$ cat config.mk
export PLATFORM = sky130hd
export DESIGN_NAME = oug_top
export DESIGN_NICKNAME = d
export VERILOG_FILES = /design/src/logic/oug_chan_regs.v /design/src/logic/oug_sleep_ctrl.v /design/src/logic/oug_top.v
export VERILOG_INCLUDE_DIRS = /design/src /design/src/shared
export SDC_FILE = /design/constraint.sdc
export NUM_CORES = 2
export LEC_CHECK = 0
export BUFFER_PORTS_ARGS = -buffer_cell sky130_fd_sc_hd__buf_2
export CAP_MARGIN = 20
export CORE_AREA = 4 4 504 506
export CTS_CLUSTER_DIAMETER = 60
export DETAILED_ROUTE_END_ITERATION = 8
export DIE_AREA = 0 0 508 510
export HOLD_SLACK_MARGIN = 0.15
export PLACE_DENSITY = 0.41
export SLEW_MARGIN = 20
export SYNTH_ARGS = -nofsm -noshare
export SYNTH_HDL_FRONTEND = slang
export SYNTH_SLANG_ARGS = --single-unit
$ cat constraint.sdc
create_clock -name clk -period 3 [get_ports clk]
set_clock_uncertainty 0.05 [all_clocks]
set_input_delay 0.6 -clock clk [delete_from_list [all_inputs] [get_ports clk]]
set_output_delay 0.6 -clock clk [all_outputs]
set_load 0.02 [all_outputs]
$ cat src/shared/oug_defs.vh
// How it works
// - per-channel 8x and 4x select bits
// - 8x bit picks 8x else 16x
// - 4x bit picks 4x when 8x bit clear
// - config registers reset to zero
// - soft reset bit clears itself
// - soft reset defaults only the channels whose bits are set
// - sleep enable bit per channel
// - no sleep while interrupt pending
// - all asleep stops the oscillator
// - rx byte or modem change wakes
// - ready after 32 crystal clocks
// - wake raises no-source interrupt indicator
// - read-only device type code
// - read-only silicon revision number
// - broadcast bit writes all channels
// - four low bits pick sixteen registers
// - offset zero holding or divisor low
// - offsets one, two divisor or interrupt enable, status
// - offsets 3,4,5,7 fixed registers
// - offset six modem status or delay
// - offset twelve pause char or flags
// - offsets 13-15 write-only, 10-11 reserved
`ifndef OUG_DEFS_VH
`define OUG_DEFS_VH

// ====================================================
// channel register offsets
`define OUG_CH_DATA 4'h0
`define OUG_CH_INTEN 4'h1
`define OUG_CH_INTST 4'h2
`define OUG_CH_LINECTL 4'h3
`define OUG_CH_MODEMCTL 4'h4
`define OUG_CH_LINEST 4'h5
`define OUG_CH_MODEMST 4'h6
`define OUG_CH_SCRATCH 4'h7
`define OUG_CH_FEATURE 4'h8
`define OUG_CH_ENHANCED 4'h9
`define OUG_CH_XOFF1 4'hC
`define OUG_CH_XOFF2 4'hD
`define OUG_CH_XON1 4'hE
`define OUG_CH_XON2 4'hF

// ====================================================
// global register offsets
`define OUG_G_OVS8 4'h0
`define OUG_G_OVS4 4'h1
`define OUG_G_RESET 4'h2
`define OUG_G_SLEEP 4'h3
`define OUG_G_DEVTYPE 4'h4
`define OUG_G_REV 4'h5
`define OUG_G_BCAST 4'h6

// ====================================================
// fields and reset values
`define OUG_ADDR_GLOBAL 7
`define OUG_LINECTL_DLAB 7
`define OUG_BCAST_BIT 0
`define OUG_CFG_W 104
`define OUG_CFG_DLAB 71
`define OUG_REG_RST 8'h00
`define OUG_PIN_IDLE 19'h70000
`define OUG_RATE_16X 2'h0
`define OUG_RATE_8X 2'h1
`define OUG_RATE_4X 2'h2

// ====================================================
// timing
`define OUG_WAKE_CLOCKS 6'h20

`endif

$ cat src/logic/oug_chan_regs.v
`timescale 1ns/1ns
`include "oug_defs.vh"
module oug_chan_regs (
    // clock and reset
    input wire clk,
    input wire ce,
    input wire rst,
    // register access
    input wire wrEn,
    input wire [3:0] wrOffset,
    input wire [7:0] wrData,
    input wire [3:0] rdOffset,
    output reg [7:0] rdData,
    // channel core status
    input wire [7:0] rxHolding,
    input wire [7:0] intStIn,
    input wire [7:0] lineStIn,
    input wire [7:0] modemStIn,
    input wire [7:0] flowFlags,
    // configuration out
    output wire [103:0] cfg,
    output reg txLoad,
    output reg fifoLoad
);
    reg [7:0] divLo, divHi, intEn, lineCtl, modemCtl, rs485, featCtl, enhFn, scratch;
    reg [7:0] xoff1, xoff2, xon1, xon2;
    reg [3:0] divFrac;
    wire dlab;

    assign dlab = lineCtl[`OUG_LINECTL_DLAB];
    assign cfg = {divLo, divHi, 4'h0, divFrac, intEn, lineCtl, modemCtl, rs485, featCtl, enhFn,
                  xoff1, xoff2, xon1, xon2};

    // ====================================================
    // write decode
    always @(posedge clk) begin
        if (rst) begin
            divLo <= `OUG_REG_RST;
            divHi <= `OUG_REG_RST;
            divFrac <= 4'h0;
            intEn <= `OUG_REG_RST;
            lineCtl <= `OUG_REG_RST;
            modemCtl <= `OUG_REG_RST;
            rs485 <= `OUG_REG_RST;
            featCtl <= `OUG_REG_RST;
            enhFn <= `OUG_REG_RST;
            scratch <= `OUG_REG_RST;
            xoff1 <= `OUG_REG_RST;
            xoff2 <= `OUG_REG_RST;
            xon1 <= `OUG_REG_RST;
            xon2 <= `OUG_REG_RST;
            txLoad <= 1'b0;
            fifoLoad <= 1'b0;
        end else if (ce) begin
            txLoad <= 1'b0;
            fifoLoad <= 1'b0;
            if (wrEn) begin
                case (wrOffset)
                    `OUG_CH_DATA: begin
                        if (dlab) divLo <= wrData;
                        else txLoad <= 1'b1;
                    end
                    `OUG_CH_INTEN: begin
                        if (dlab) divHi <= wrData;
                        else intEn <= wrData;
                    end
                    `OUG_CH_INTST: begin
                        if (dlab) divFrac <= wrData[3:0];
                        else fifoLoad <= 1'b1;
                    end
                    `OUG_CH_LINECTL: lineCtl <= wrData;
                    `OUG_CH_MODEMCTL: modemCtl <= wrData;
                    `OUG_CH_SCRATCH: scratch <= wrData;
                    `OUG_CH_MODEMST: rs485 <= wrData;
                    `OUG_CH_FEATURE: featCtl <= wrData;
                    `OUG_CH_ENHANCED: enhFn <= wrData;
                    `OUG_CH_XOFF1: xoff1 <= wrData;
                    `OUG_CH_XOFF2: xoff2 <= wrData;
                    `OUG_CH_XON1: xon1 <= wrData;
                    `OUG_CH_XON2: xon2 <= wrData;
                    default: ;
                endcase
            end
        end
    end

    // ====================================================
    // read mux
    always @* begin
        rdData = `OUG_REG_RST;
        case (rdOffset)
            `OUG_CH_DATA: rdData = dlab ? divLo : rxHolding;
            `OUG_CH_INTEN: rdData = dlab ? divHi : intEn;
            `OUG_CH_INTST: rdData = dlab ? {4'h0, divFrac} : intStIn;
            `OUG_CH_LINECTL: rdData = lineCtl;
            `OUG_CH_MODEMCTL: rdData = modemCtl;
            `OUG_CH_LINEST: rdData = lineStIn;
            `OUG_CH_SCRATCH: rdData = scratch;
            `OUG_CH_MODEMST: rdData = modemStIn;
            `OUG_CH_FEATURE: rdData = featCtl;
            `OUG_CH_ENHANCED: rdData = enhFn;
            `OUG_CH_XOFF1: rdData = flowFlags;
            default: rdData = `OUG_REG_RST;
        endcase
    end
endmodule // oug_chan_regs

$ cat src/logic/oug_sleep_ctrl.v
`timescale 1ns/1ns
`include "oug_defs.vh"
module oug_sleep_ctrl (
    // clock and reset
    input wire clk,
    input wire ce,
    input wire rst,
    // channel inputs
    input wire [7:0] sleepEn,
    input wire [7:0] intPending,
    input wire [7:0] wakeEvent,
    input wire [7:0] intStRead,
    // state out
    output reg [7:0] asleep,
    output reg oscStop,
    output reg [7:0] wakeIntr,
    output reg ready
);
    reg [5:0] wakeCnt;
    wire [7:0] next_asleep;
    wire wakeNow;

    assign next_asleep = sleepEn & ~intPending & ~wakeIntr & ~wakeEvent;
    // any rx byte, modem change or cleared sleep enable
    assign wakeNow = oscStop & ((|wakeEvent) | ~(&sleepEn));

    always @(posedge clk) begin
        if (rst) begin
            asleep <= 8'h00;
            oscStop <= 1'b0;
            wakeIntr <= 8'h00;
            ready <= 1'b1;
            wakeCnt <= 6'h00;
        end else if (ce) begin
            wakeIntr <= (wakeIntr & ~intStRead) | (wakeNow ? asleep : 8'h00);
            if (wakeNow) begin
                oscStop <= 1'b0;
                asleep <= 8'h00;
                wakeCnt <= `OUG_WAKE_CLOCKS;
                ready <= 1'b0;
            end else if (wakeCnt != 6'h00) begin
                wakeCnt <= wakeCnt - 6'h01;
                ready <= (wakeCnt == 6'h01);
            end else if (!oscStop) begin
                asleep <= next_asleep;
                oscStop <= &next_asleep;
            end
        end
    end
endmodule // oug_sleep_ctrl

$ cat src/logic/oug_top.v
`timescale 1ns/1ns
`include "oug_defs.vh"
module oug_top #(
    // arbitrary neutral identity values
    parameter [7:0] DEV_TYPE = 8'h3C,
    parameter [7:0] REVISION = 8'h03
) (
    // clock, enable and reset
    input wire clk,
    input wire ce,
    input wire rst,
    // host bus pins
    input wire csN,
    input wire iorN,
    input wire iowN,
    input wire [7:0] addr,
    input wire [7:0] dataIn,
    output reg [7:0] dataOut,
    output reg dataOe,
    // channel core status, eight bytes each; pending and wake one bit per channel
    input wire [63:0] rxHolding,
    input wire [63:0] intStatus,
    input wire [63:0] lineStatus,
    input wire [63:0] modemStatus,
    input wire [63:0] flowFlags,
    input wire [7:0] intPending,
    input wire [7:0] wakeEvent,
    // channel configuration
    output wire [831:0] chanCfg,
    output wire [7:0] txLoad,
    output wire [7:0] fifoLoad,
    output reg [7:0] busWrData,
    // read side effects
    output reg [7:0] rxRead,
    output reg [7:0] intStRead,
    output reg [7:0] lineStRead,
    output reg [7:0] modemStRead,
    // global control
    output reg [7:0] chanReset,
    output reg [15:0] sampleRate,
    // power state
    output wire [7:0] chanAsleep,
    output wire oscStop,
    output wire [7:0] wakeIntr,
    output wire wakeReady
);
    // ====================================================
    // decode helpers
    function [7:0] chanOneHot;
        input [2:0] ch;
        begin
            chanOneHot = 8'h01 << ch;
        end
    endfunction

    function [1:0] rateCode;
        input sel8;
        input sel4;
        begin
            if (sel8) rateCode = `OUG_RATE_8X;
            else if (sel4) rateCode = `OUG_RATE_4X;
            else rateCode = `OUG_RATE_16X;
        end
    endfunction

    // ====================================================
    // pin synchronisers
    reg [18:0] pinMeta;
    reg [18:0] pinSync;

    always @(posedge clk) begin
        if (rst) begin
            pinMeta <= `OUG_PIN_IDLE;
            pinSync <= `OUG_PIN_IDLE;
        end else if (ce) begin
            pinMeta <= {csN, iorN, iowN, addr, dataIn};
            pinSync <= pinMeta;
        end
    end

    wire csS;
    wire iorS;
    wire iowS;
    wire [7:0] addrS;
    wire [7:0] dataS;
    assign csS = pinSync[18];
    assign iorS = pinSync[17];
    assign iowS = pinSync[16];
    assign addrS = pinSync[15:8];
    assign dataS = pinSync[7:0];

    // ====================================================
    // strobe tracking
    reg rdPrev;
    reg wrPrev;
    reg [7:0] holdAddr;
    reg [7:0] holdData;
    wire rdAct;
    wire wrAct;
    wire rdStart;
    wire wrCommit;

    assign rdAct = ~csS & ~iorS;
    assign wrAct = ~csS & ~iowS;
    assign rdStart = rdAct & ~rdPrev;
    assign wrCommit = wrPrev & ~wrAct;

    always @(posedge clk) begin
        if (rst) begin
            rdPrev <= 1'b0;
            wrPrev <= 1'b0;
            holdAddr <= 8'h00;
            holdData <= 8'h00;
        end else if (ce) begin
            rdPrev <= rdAct;
            wrPrev <= wrAct;
            if (wrAct) begin
                holdAddr <= addrS;
                holdData <= dataS;
            end
        end
    end

    // ====================================================
    // global registers
    reg [7:0] ovs8;
    reg [7:0] ovs4;
    reg [7:0] sleepEn;
    reg bcast;
    wire wrGlobal;
    wire rdGlobal;

    assign wrGlobal = wrCommit & holdAddr[`OUG_ADDR_GLOBAL];
    assign rdGlobal = addrS[`OUG_ADDR_GLOBAL];

    always @(posedge clk) begin
        if (rst) begin
            ovs8 <= `OUG_REG_RST;
            ovs4 <= `OUG_REG_RST;
            chanReset <= `OUG_REG_RST;
            sleepEn <= `OUG_REG_RST;
            bcast <= 1'b0;
        end else if (ce) begin
            chanReset <= `OUG_REG_RST;
            if (wrGlobal) begin
                case (holdAddr[3:0])
                    `OUG_G_OVS8: ovs8 <= holdData;
                    `OUG_G_OVS4: ovs4 <= holdData;
                    `OUG_G_RESET: chanReset <= holdData;
                    `OUG_G_SLEEP: sleepEn <= holdData;
                    `OUG_G_BCAST: bcast <= holdData[`OUG_BCAST_BIT];
                    default: ;
                endcase
            end
        end
    end

    // ====================================================
    // sampling rate per channel
    integer i;

    always @(posedge clk) begin
        if (rst) begin
            sampleRate <= 16'h0000;
        end else if (ce) begin
            for (i = 0; i < 8; i = i + 1) begin
                sampleRate[i*2 +: 2] <= rateCode(ovs8[i], ovs4[i]);
            end
        end
    end

    // ====================================================
    // channel register banks
    wire [7:0] wrChan;
    wire [63:0] chanRd;
    wire [7:0] chanDlab;
    wire [7:0] wakeMask;

    assign wrChan = (wrCommit & ~holdAddr[`OUG_ADDR_GLOBAL]) ?
                    (bcast ? 8'hFF : chanOneHot(holdAddr[6:4])) : 8'h00;

    genvar g;
    generate
        for (g = 0; g < 8; g = g + 1) begin : chan
            wire [7:0] intView;

            assign intView = wakeMask[g] ? {intStatus[g*8+4 +: 4], 4'h0} :
                             intStatus[g*8 +: 8];
            assign chanDlab[g] = chanCfg[g*`OUG_CFG_W + `OUG_CFG_DLAB];

            oug_chan_regs regs (
                .clk(clk),
                .ce(ce),
                .rst(rst | chanReset[g]),
                .wrEn(wrChan[g]),
                .wrOffset(holdAddr[3:0]),
                .wrData(holdData),
                .rdOffset(addrS[3:0]),
                .rdData(chanRd[g*8 +: 8]),
                .rxHolding(rxHolding[g*8 +: 8]),
                .intStIn(intView),
                .lineStIn(lineStatus[g*8 +: 8]),
                .modemStIn(modemStatus[g*8 +: 8]),
                .flowFlags(flowFlags[g*8 +: 8]),
                .cfg(chanCfg[g*`OUG_CFG_W +: `OUG_CFG_W]),
                .txLoad(txLoad[g]),
                .fifoLoad(fifoLoad[g])
            );
        end
    endgenerate

    // ====================================================
    // host read path
    reg [7:0] globalRd;
    wire [7:0] rdSel;
    wire rdDlab;

    assign rdSel = chanOneHot(addrS[6:4]);
    assign rdDlab = chanDlab[addrS[6:4]];

    always @* begin
        globalRd = `OUG_REG_RST;
        case (addrS[3:0])
            `OUG_G_OVS8: globalRd = ovs8;
            `OUG_G_OVS4: globalRd = ovs4;
            `OUG_G_RESET: globalRd = chanReset;
            `OUG_G_SLEEP: globalRd = sleepEn;
            `OUG_G_DEVTYPE: globalRd = DEV_TYPE;
            `OUG_G_REV: globalRd = REVISION;
            `OUG_G_BCAST: globalRd = {7'h00, bcast};
            default: globalRd = `OUG_REG_RST;
        endcase
    end

    always @(posedge clk) begin
        if (rst) begin
            dataOut <= 8'h00;
            dataOe <= 1'b0;
            rxRead <= 8'h00;
            intStRead <= 8'h00;
            lineStRead <= 8'h00;
            modemStRead <= 8'h00;
            busWrData <= 8'h00;
        end else if (ce) begin
            dataOe <= rdAct;
            rxRead <= 8'h00;
            intStRead <= 8'h00;
            lineStRead <= 8'h00;
            modemStRead <= 8'h00;
            if (wrCommit) begin
                busWrData <= holdData;
            end
            if (rdStart) begin
                if (rdGlobal) begin
                    dataOut <= globalRd;
                end else begin
                    dataOut <= chanRd[addrS[6:4]*8 +: 8];
                    if (addrS[3:0] == `OUG_CH_DATA && !rdDlab) rxRead <= rdSel;
                    if (addrS[3:0] == `OUG_CH_INTST && !rdDlab) intStRead <= rdSel;
                    if (addrS[3:0] == `OUG_CH_LINEST) lineStRead <= rdSel;
                    if (addrS[3:0] == `OUG_CH_MODEMST) modemStRead <= rdSel;
                end
            end
        end
    end

    // ====================================================
    // sleep and oscillator control
    // oscillator stop when all asleep
    oug_sleep_ctrl sleep (
        .clk(clk),
        .ce(ce),
        .rst(rst),
        .sleepEn(sleepEn),
        .intPending(intPending),
        .wakeEvent(wakeEvent),
        .intStRead(intStRead),
        .asleep(chanAsleep),
        .oscStop(oscStop),
        .wakeIntr(wakeMask),
        .ready(wakeReady)
    );

    assign wakeIntr = wakeMask;

endmodule // oug_top

# Word-level counts from Yosys, hierarchy flattened
# Cells that the tools add are included.
op_classes:
  addsub: 1
  magnitude_cmp: 1
  n_eq_ne: 25
  shifts: 3
  mux: 127
  bitwise_logic: 40
  reduce_logical: 132
ops:
  columns: ["cell", "count"]
  rows:
  - ["case mux 8 bit (11 select lines)", 8]
  - ["two-way mux 8 bit", 45]
  - ["AND reduction 3 bit", 85]
  - ["AND reduction 4 bit", 32]
  - ["variable part select 64 x 7 -> 8 bit", 1]
  - ["case mux 8 bit (7 select lines)", 1]
  - ["two-way mux 1 bit", 46]
  - ["equality test 4 bit, second input constant", 9]
  - ["AND 8 bit", 4]
  - ["two-way mux 2 bit", 16]
  - ["two-way mux 4 bit", 8]
  - ["inverter 8 bit", 4]
  - ["equality test 4 x 3 -> 1 bit, second input constant", 7]
  - ["equality test 4 x 2 -> 1 bit, second input constant", 4]
  - ["AND reduction 8 bit", 2]
  - ["left shift 1 x 3 -> 8 bit, first input constant", 2]
  - ["inverter 1 bit", 15]
  - ["two-way mux 6 bit", 2]
  - ["AND reduction 2 bit", 5]
  - ["OR 1 bit", 9]
  - ["equality test 4 x 1 -> 1 bit, second input constant", 2]
  - ["logical NOT 4 bit", 2]
  - ["OR 8 bit", 1]
  - ["OR reduction 8 bit", 1]
  - ["11 further kinds", 18]
word_totals:
  register_bits: 1057
  inputBits: 358
  output_inout_bits: 939
  word_cells: 480

# Longest topological paths before layout
depth:
  word_depth: 8
  depth_mapped: 11
  depth_no_buf: 7

# By module
# Synthesis repeated with hierarchy kept, for this count alone.
hier_totals:
  hier_cells: 5196
  hier_area_um2: 48871.9
modules_own_cells:
  columns: ["module", "instances", "cells_each", "area_per_inst_um2", "seq_area_each_um2"]
  rows:
  - ["oug_chan_regs at chan[0].regs ...", 7, 542, 5103.6, 2202.1]
  - ["oug_top", 1, 731, 6791.5, 3062.9]
  - ["oug_chan_regs at chan[4].regs", 1, 539, 5109.9, 2202.1]
  - ["oug_sleep_ctrl", 1, 132, 1244.9, 480.5]

# Worst setup path after synthesis
# OpenSTA, ideal clock, no wires.
synth_path:
  path_kind: "input to register"
  startpoint: "input wakeEvent[1]"
  endpoint: "register sleep.wakeCnt[2]"
  t_arrival_ns: 2.148
  path_slack_ns: 0.670
  path_stages: 7
  path_buffers: 0
  path_cell_list: "nand2b_1 -> or4_1 -> o211a_2 -> a21oi_1 -> nand2b_1 -> xor2_1 -> nor3_1"
synth_via:
  elab_chain_cells: 5
synth_rtl:
  columns: ["item", "line", "source"]
  rows:
  - ["start, declared", "oug_top.v:27", "input wire [7:0] wakeEvent,"]
  - ["OR reduction 8 bit (*)", "oug_sleep_ctrl.v:25", "assign wakeNow = oscStop & ((|wakeEvent) | ~(&sleepEn));"]
  - ["OR 1 bit (*)", "oug_sleep_ctrl.v:25", null]
  - ["AND 1 bit (*)", "oug_sleep_ctrl.v:25", null]
  - ["nonzero test 2 bit (no source line)", null, null]
  - ["AND reduction 2 bit (no source line)", null, null]
  - ["end signal, assigned", "oug_sleep_ctrl.v:39", "wakeCnt <= `OUG_WAKE_CLOCKS;"]
  - ["end signal, assigned", "oug_sleep_ctrl.v:42", "wakeCnt <= wakeCnt - 6'h01;"]
  - ["end, declared", "oug_sleep_ctrl.v:19", "reg [5:0] wakeCnt;"]
# Every way passes the cells marked *; elsewhere a longest branch is shown, timed or not.
# A chain may end at the register's enable or synchronous reset.

# Final worst setup path
layout_path:
  startpoint: "register pinSync[8]"
  endpoint: "register dataOut[4]"
layout_via:
  elab_chain_cells: 4
layout_rtl:
  columns: ["item", "line", "source"]
  rows:
  - ["start, declared", "oug_top.v:69", "reg [18:0] pinSync;"]
  - ["start signal, assigned", "oug_top.v:74", "pinSync <= `OUG_PIN_IDLE;"]
  - ["start signal, assigned", "oug_top.v:77", "pinSync <= pinMeta;"]
  - ["equality test 4 bit, or another cell as far along", "oug_chan_regs.v:91", "case (rdOffset)"]
  - ["case mux 8 bit (11 select lines)", "oug_chan_regs.v:91", null]
  - ["variable part select 64 x 7 -> 8 bit", "oug_top.v:257", "dataOut <= chanRd[addrS[6:4]*8 +: 8];"]
  - ["two-way mux 8 bit (*)", "oug_top.v:254", "if (rdGlobal) begin"]
  - ["end signal, assigned", "oug_top.v:255", "dataOut <= globalRd;"]
  - ["end signal, assigned", "oug_top.v:257", null]
  - ["end, declared", "oug_top.v:18", "output reg [7:0] dataOut,"]
# Marks and branches as above.

==> metrics.md <==
| Metric | Value |
|---|---|
| Status | `complete, but fails checks` |
| Failing checks | `design-rule violations, negative setup slack` |
| Synth unique cells | `83` |
| VDD IR-drop max | `632 uV` |
| Routability cong. | `0.925` |
| Sw Ratio | `0.257` |
| TritonCTS clock tree | `done` |
| Clock latency on the worst-skew pair | `0.84 ns` |
| CP endpoint kind | `flip-flop` |
| Core Box Area | `250000 sq um` |
| Maximum clock rate | `0.324 GHz` |
| First drt pass iteration count | `9` |
| Clock Tree Buf Depth | `3` |
| P_int | `25700 uW` |
| Psw | `8860 uW` |
| Final hold violation count | `0` |
| Final setup vio count | `3` |
| Initial antenna violation count | `209` |
| Origin of the worst setup path | `pinSync[8]` |
| Post-DP HPWL | `290 mm` |
| Worst Slack Setup Final | `-0.0894 ns` |
| Worst Path Arrival | `3.76 ns` |
| Hold path startpoint | `intPending[3]` |
| Htree depth | `4` |
| Number of global-route vias before repair | `46393` |
| Core Rows | `184` |
| Synth Area per Inst | `8.57 sq um` |
| Async set or reset register ratio after synthesis | `0` |
| Critical R2R Launch | `pinSync[8]` |
| 1st-iter DRT viols | `5997` |
| Classification of the worst setup path | `reg -> reg` |
| Design Area, Final | `64400 sq um` |
| Total track usage | `0.267` |
| Pwr Density | `536 nW/um^2` |
| DRC | `3` |
| Final WL | `364 mm` |
| Gr ovfl total | `0` |
| Post-synthesis cell area | `45500 sq um` |
| #FFs+latches synth | `1057` |
| Share of cells above drive strength 1 | `0.316` |
| Sequential cell area | `21200 sq um` |
| Drt via density | `4.91` |
| Flop pwr share | `0.408` |
| CP Max Fanout | `14` |
| Setup TNS Final | `-0.194 ns` |
| Fillers | `27426` |
| Tmin final | `3.09 ns` |
| Vias | `50191` |
| Clock transition at the registers of the reported paths | `0.06 ns` |
| IO buf count | `1264` |
| Post-synth top flop | `dfxtp_1` |
| Post-DP Area | `58400 sq um` |
| Routed len/inst | `35.6 microns` |
| Combinational share of power | `0.058` |
| Worst Tran Pin Value | `1.01 ns` |
| Post-synth EDFFs | `0` |
| NumNets Final | `7051` |
| Area of the multi-input gates | `22600 sq um` |
| Worst slew margin | `0.323` |
| Die X | `508 microns` |
| Setup WS pre-CTS | `-0.616 ns` |
| Cells after Synth | `5311` |
| Fin crit share | `1.03` |
| Area delta synth->final | `41.5%` |
| Die Footprint | `259000 sq um` |
| Overall Power | `34500 uW` |
| ANT nets after route | `0` |
| Global-route wire length before repair | `466 mm` |
| Clock Sinks | `1057` |
| Die Span Y | `510 microns` |
| Root Buffer | `clkbuf_16` |
| Register area share after synthesis | `0.465` |
| CP Launch Type | `flip-flop` |
| Number of buffers created by CTS | `148` |
| FF-to-FF path depth | `10` |
| Final slew viol count | `0` |
| Worst Hold Class | `in -> reg` |
| Hold depth | `5` |
| Max cap viols | `0` |
| Ports | `1297` |
| Initial core utilization | `0.182` |
| Crit path required time | `3.67 ns` |
| RSZ-0062 raised after global routing | `yes` |
| Hold Worst Slack | `0.230 ns` |
| Leakage | `0.0252 uW` |
| Clock share of power | `0.534` |
| Largest net degree at the start of global routing | `70` |
| Yosys warning total | `0` |
-- state kept, by name, indices dropped and copies added, names as in the netlist, 16 cells and up --
register and cells:
chan.regs.divFrac 32, chan.regs.divHi 64, chan.regs.divLo 64, chan.regs.enhFn 64, chan.regs.featCtl 64, chan.regs.intEn 64, chan.regs.lineCtl 64, chan.regs.modemCtl 64
chan.regs.rs485 64, chan.regs.scratch 64, chan.regs.xoff1 64, chan.regs.xoff2 64, chan.regs.xon1 64, chan.regs.xon2 64, pinMeta 19, pinSync 19
sampleRate 16
-- critical path, cell delays in order, from the launching register on --
cell and delay [ns]:
dfxtp_4 0.36, buf_12 0.15, or4b_4 0.27, buf_12 0.13, buf_4 0.21, o21ai_0 0.11, a221oi_1 0.23, nand4_1 0.61
a311oi_4 0.61, buf_4 0.18, o31ai_1 0.07
-- per-stage QoR --
step,instances,utilization
4_1_cts,10158,0.257
2_1_floorplan,5342,-
3_3_place_gp,9851,0.234
6_report,10223,0.257
3_5_place_dp,9851,0.234
5_1_grt,10169,0.257
-- synth_stat cells, types with 22 or more instances --
library cell     n  area, sq um
a21oi_1        598         2990
a221oi_1        83          727
a22o_1          29          254
a22oi_1        147         1100
a31oi_1         22          138
buf_1           45          169
buf_2           92          460
buf_4           54          405
clkbuf_1       325         1220
dfxtp_1       1057        21200
mux2_2          36          405
mux2i_1        561         5620
nand2_1        647         2430
nand2b_1        23          144
nand3_1        383         1920
nand4_1         33          206
nor2_1         626         2350
nor2_2          51          319
nor2b_1         78          488
nor3_1          32          160
o21ai_0        147          736
-- logic make-up after synthesis --
group	share of synthesized area
other	0.0000824
flip-flops	0.465
AND/OR/NAND/NOR	0.189
AO/OA/AOI/OAI	0.159
adder cells (fa/ha/maj)	0.000550
multiplexers	0.133
buffers and inverters	0.0528
XOR/XNOR	0.000770
-- area by class of cell --
type                            count  area share
Multi-Input combinational cell   3749       0.352
Sequential cell                  1057       0.330
Timing Repair Buffer             1725       0.172
Clock buffer                      208      0.0669
Tap cell                         3348      0.0651
Clock inverter                     61      0.0115
Antenna cell                       65     0.00253
Inverter                           10    0.000583
-- power by group through the flow --
stage	sequential, uW	clock [uW]	combinational (uW)
after floorplan	14400	0	688
after global placement	14400	0	1890
after detailed placement	14400	0	1880
after CTS	14100	18800	1980
after global routing	14100	19300	2070
final	14100	18400	1990
-- final timing paths --
kind,end,slack [ns]
worst max-delay path,dataOut[4],-0.09
worst min-delay path,sleep.asleep[3],0.23
worst max register to register,dataOut[4],-0.09
worst min register to register,holdData[4],0.40
-- timing repair --
item / 4_1_cts / 5_1_grt
gates cloned: 1 / 0
resized for setup: 56 / 14
buffers inserted: 11 / 0
endpoints found under the setup margin: 8 / 8
pin swaps: 12 / 2
endpoints found under the hold margin: 35 / 0
hold buffers: 26 / 0
-- layer usage --
layer	routed length, microns	part of all wire	global-route usage
met1	152000	0.42	0.347
met2	157000	0.43	0.410
met3	43900	0.12	0.111
met4	9700	0.027	0.0639
met5	742	0.0020	0
-- layout by cell type, fill, tap and decap left out, drive strengths merged, types with 14 or more instances in the layout --
cell type,count
clkinv,23
clkbuf,208
mux2i,561
nor2b,78
diode,65
a21oi,598
inv,28
a31oi,22
o211ai,14
buf,1698
a221oi,84
o21ai,150
conb,32
nor2,678
a22o,29
a22oi,147
mux2,36
a222oi,16
nand4,33
nor3,33
nand2,647
nand3,383
nand2b,23
dfxtp,1057
dlygate4sd3,26
Note: power is estimated with default switching activity, not from simulation.
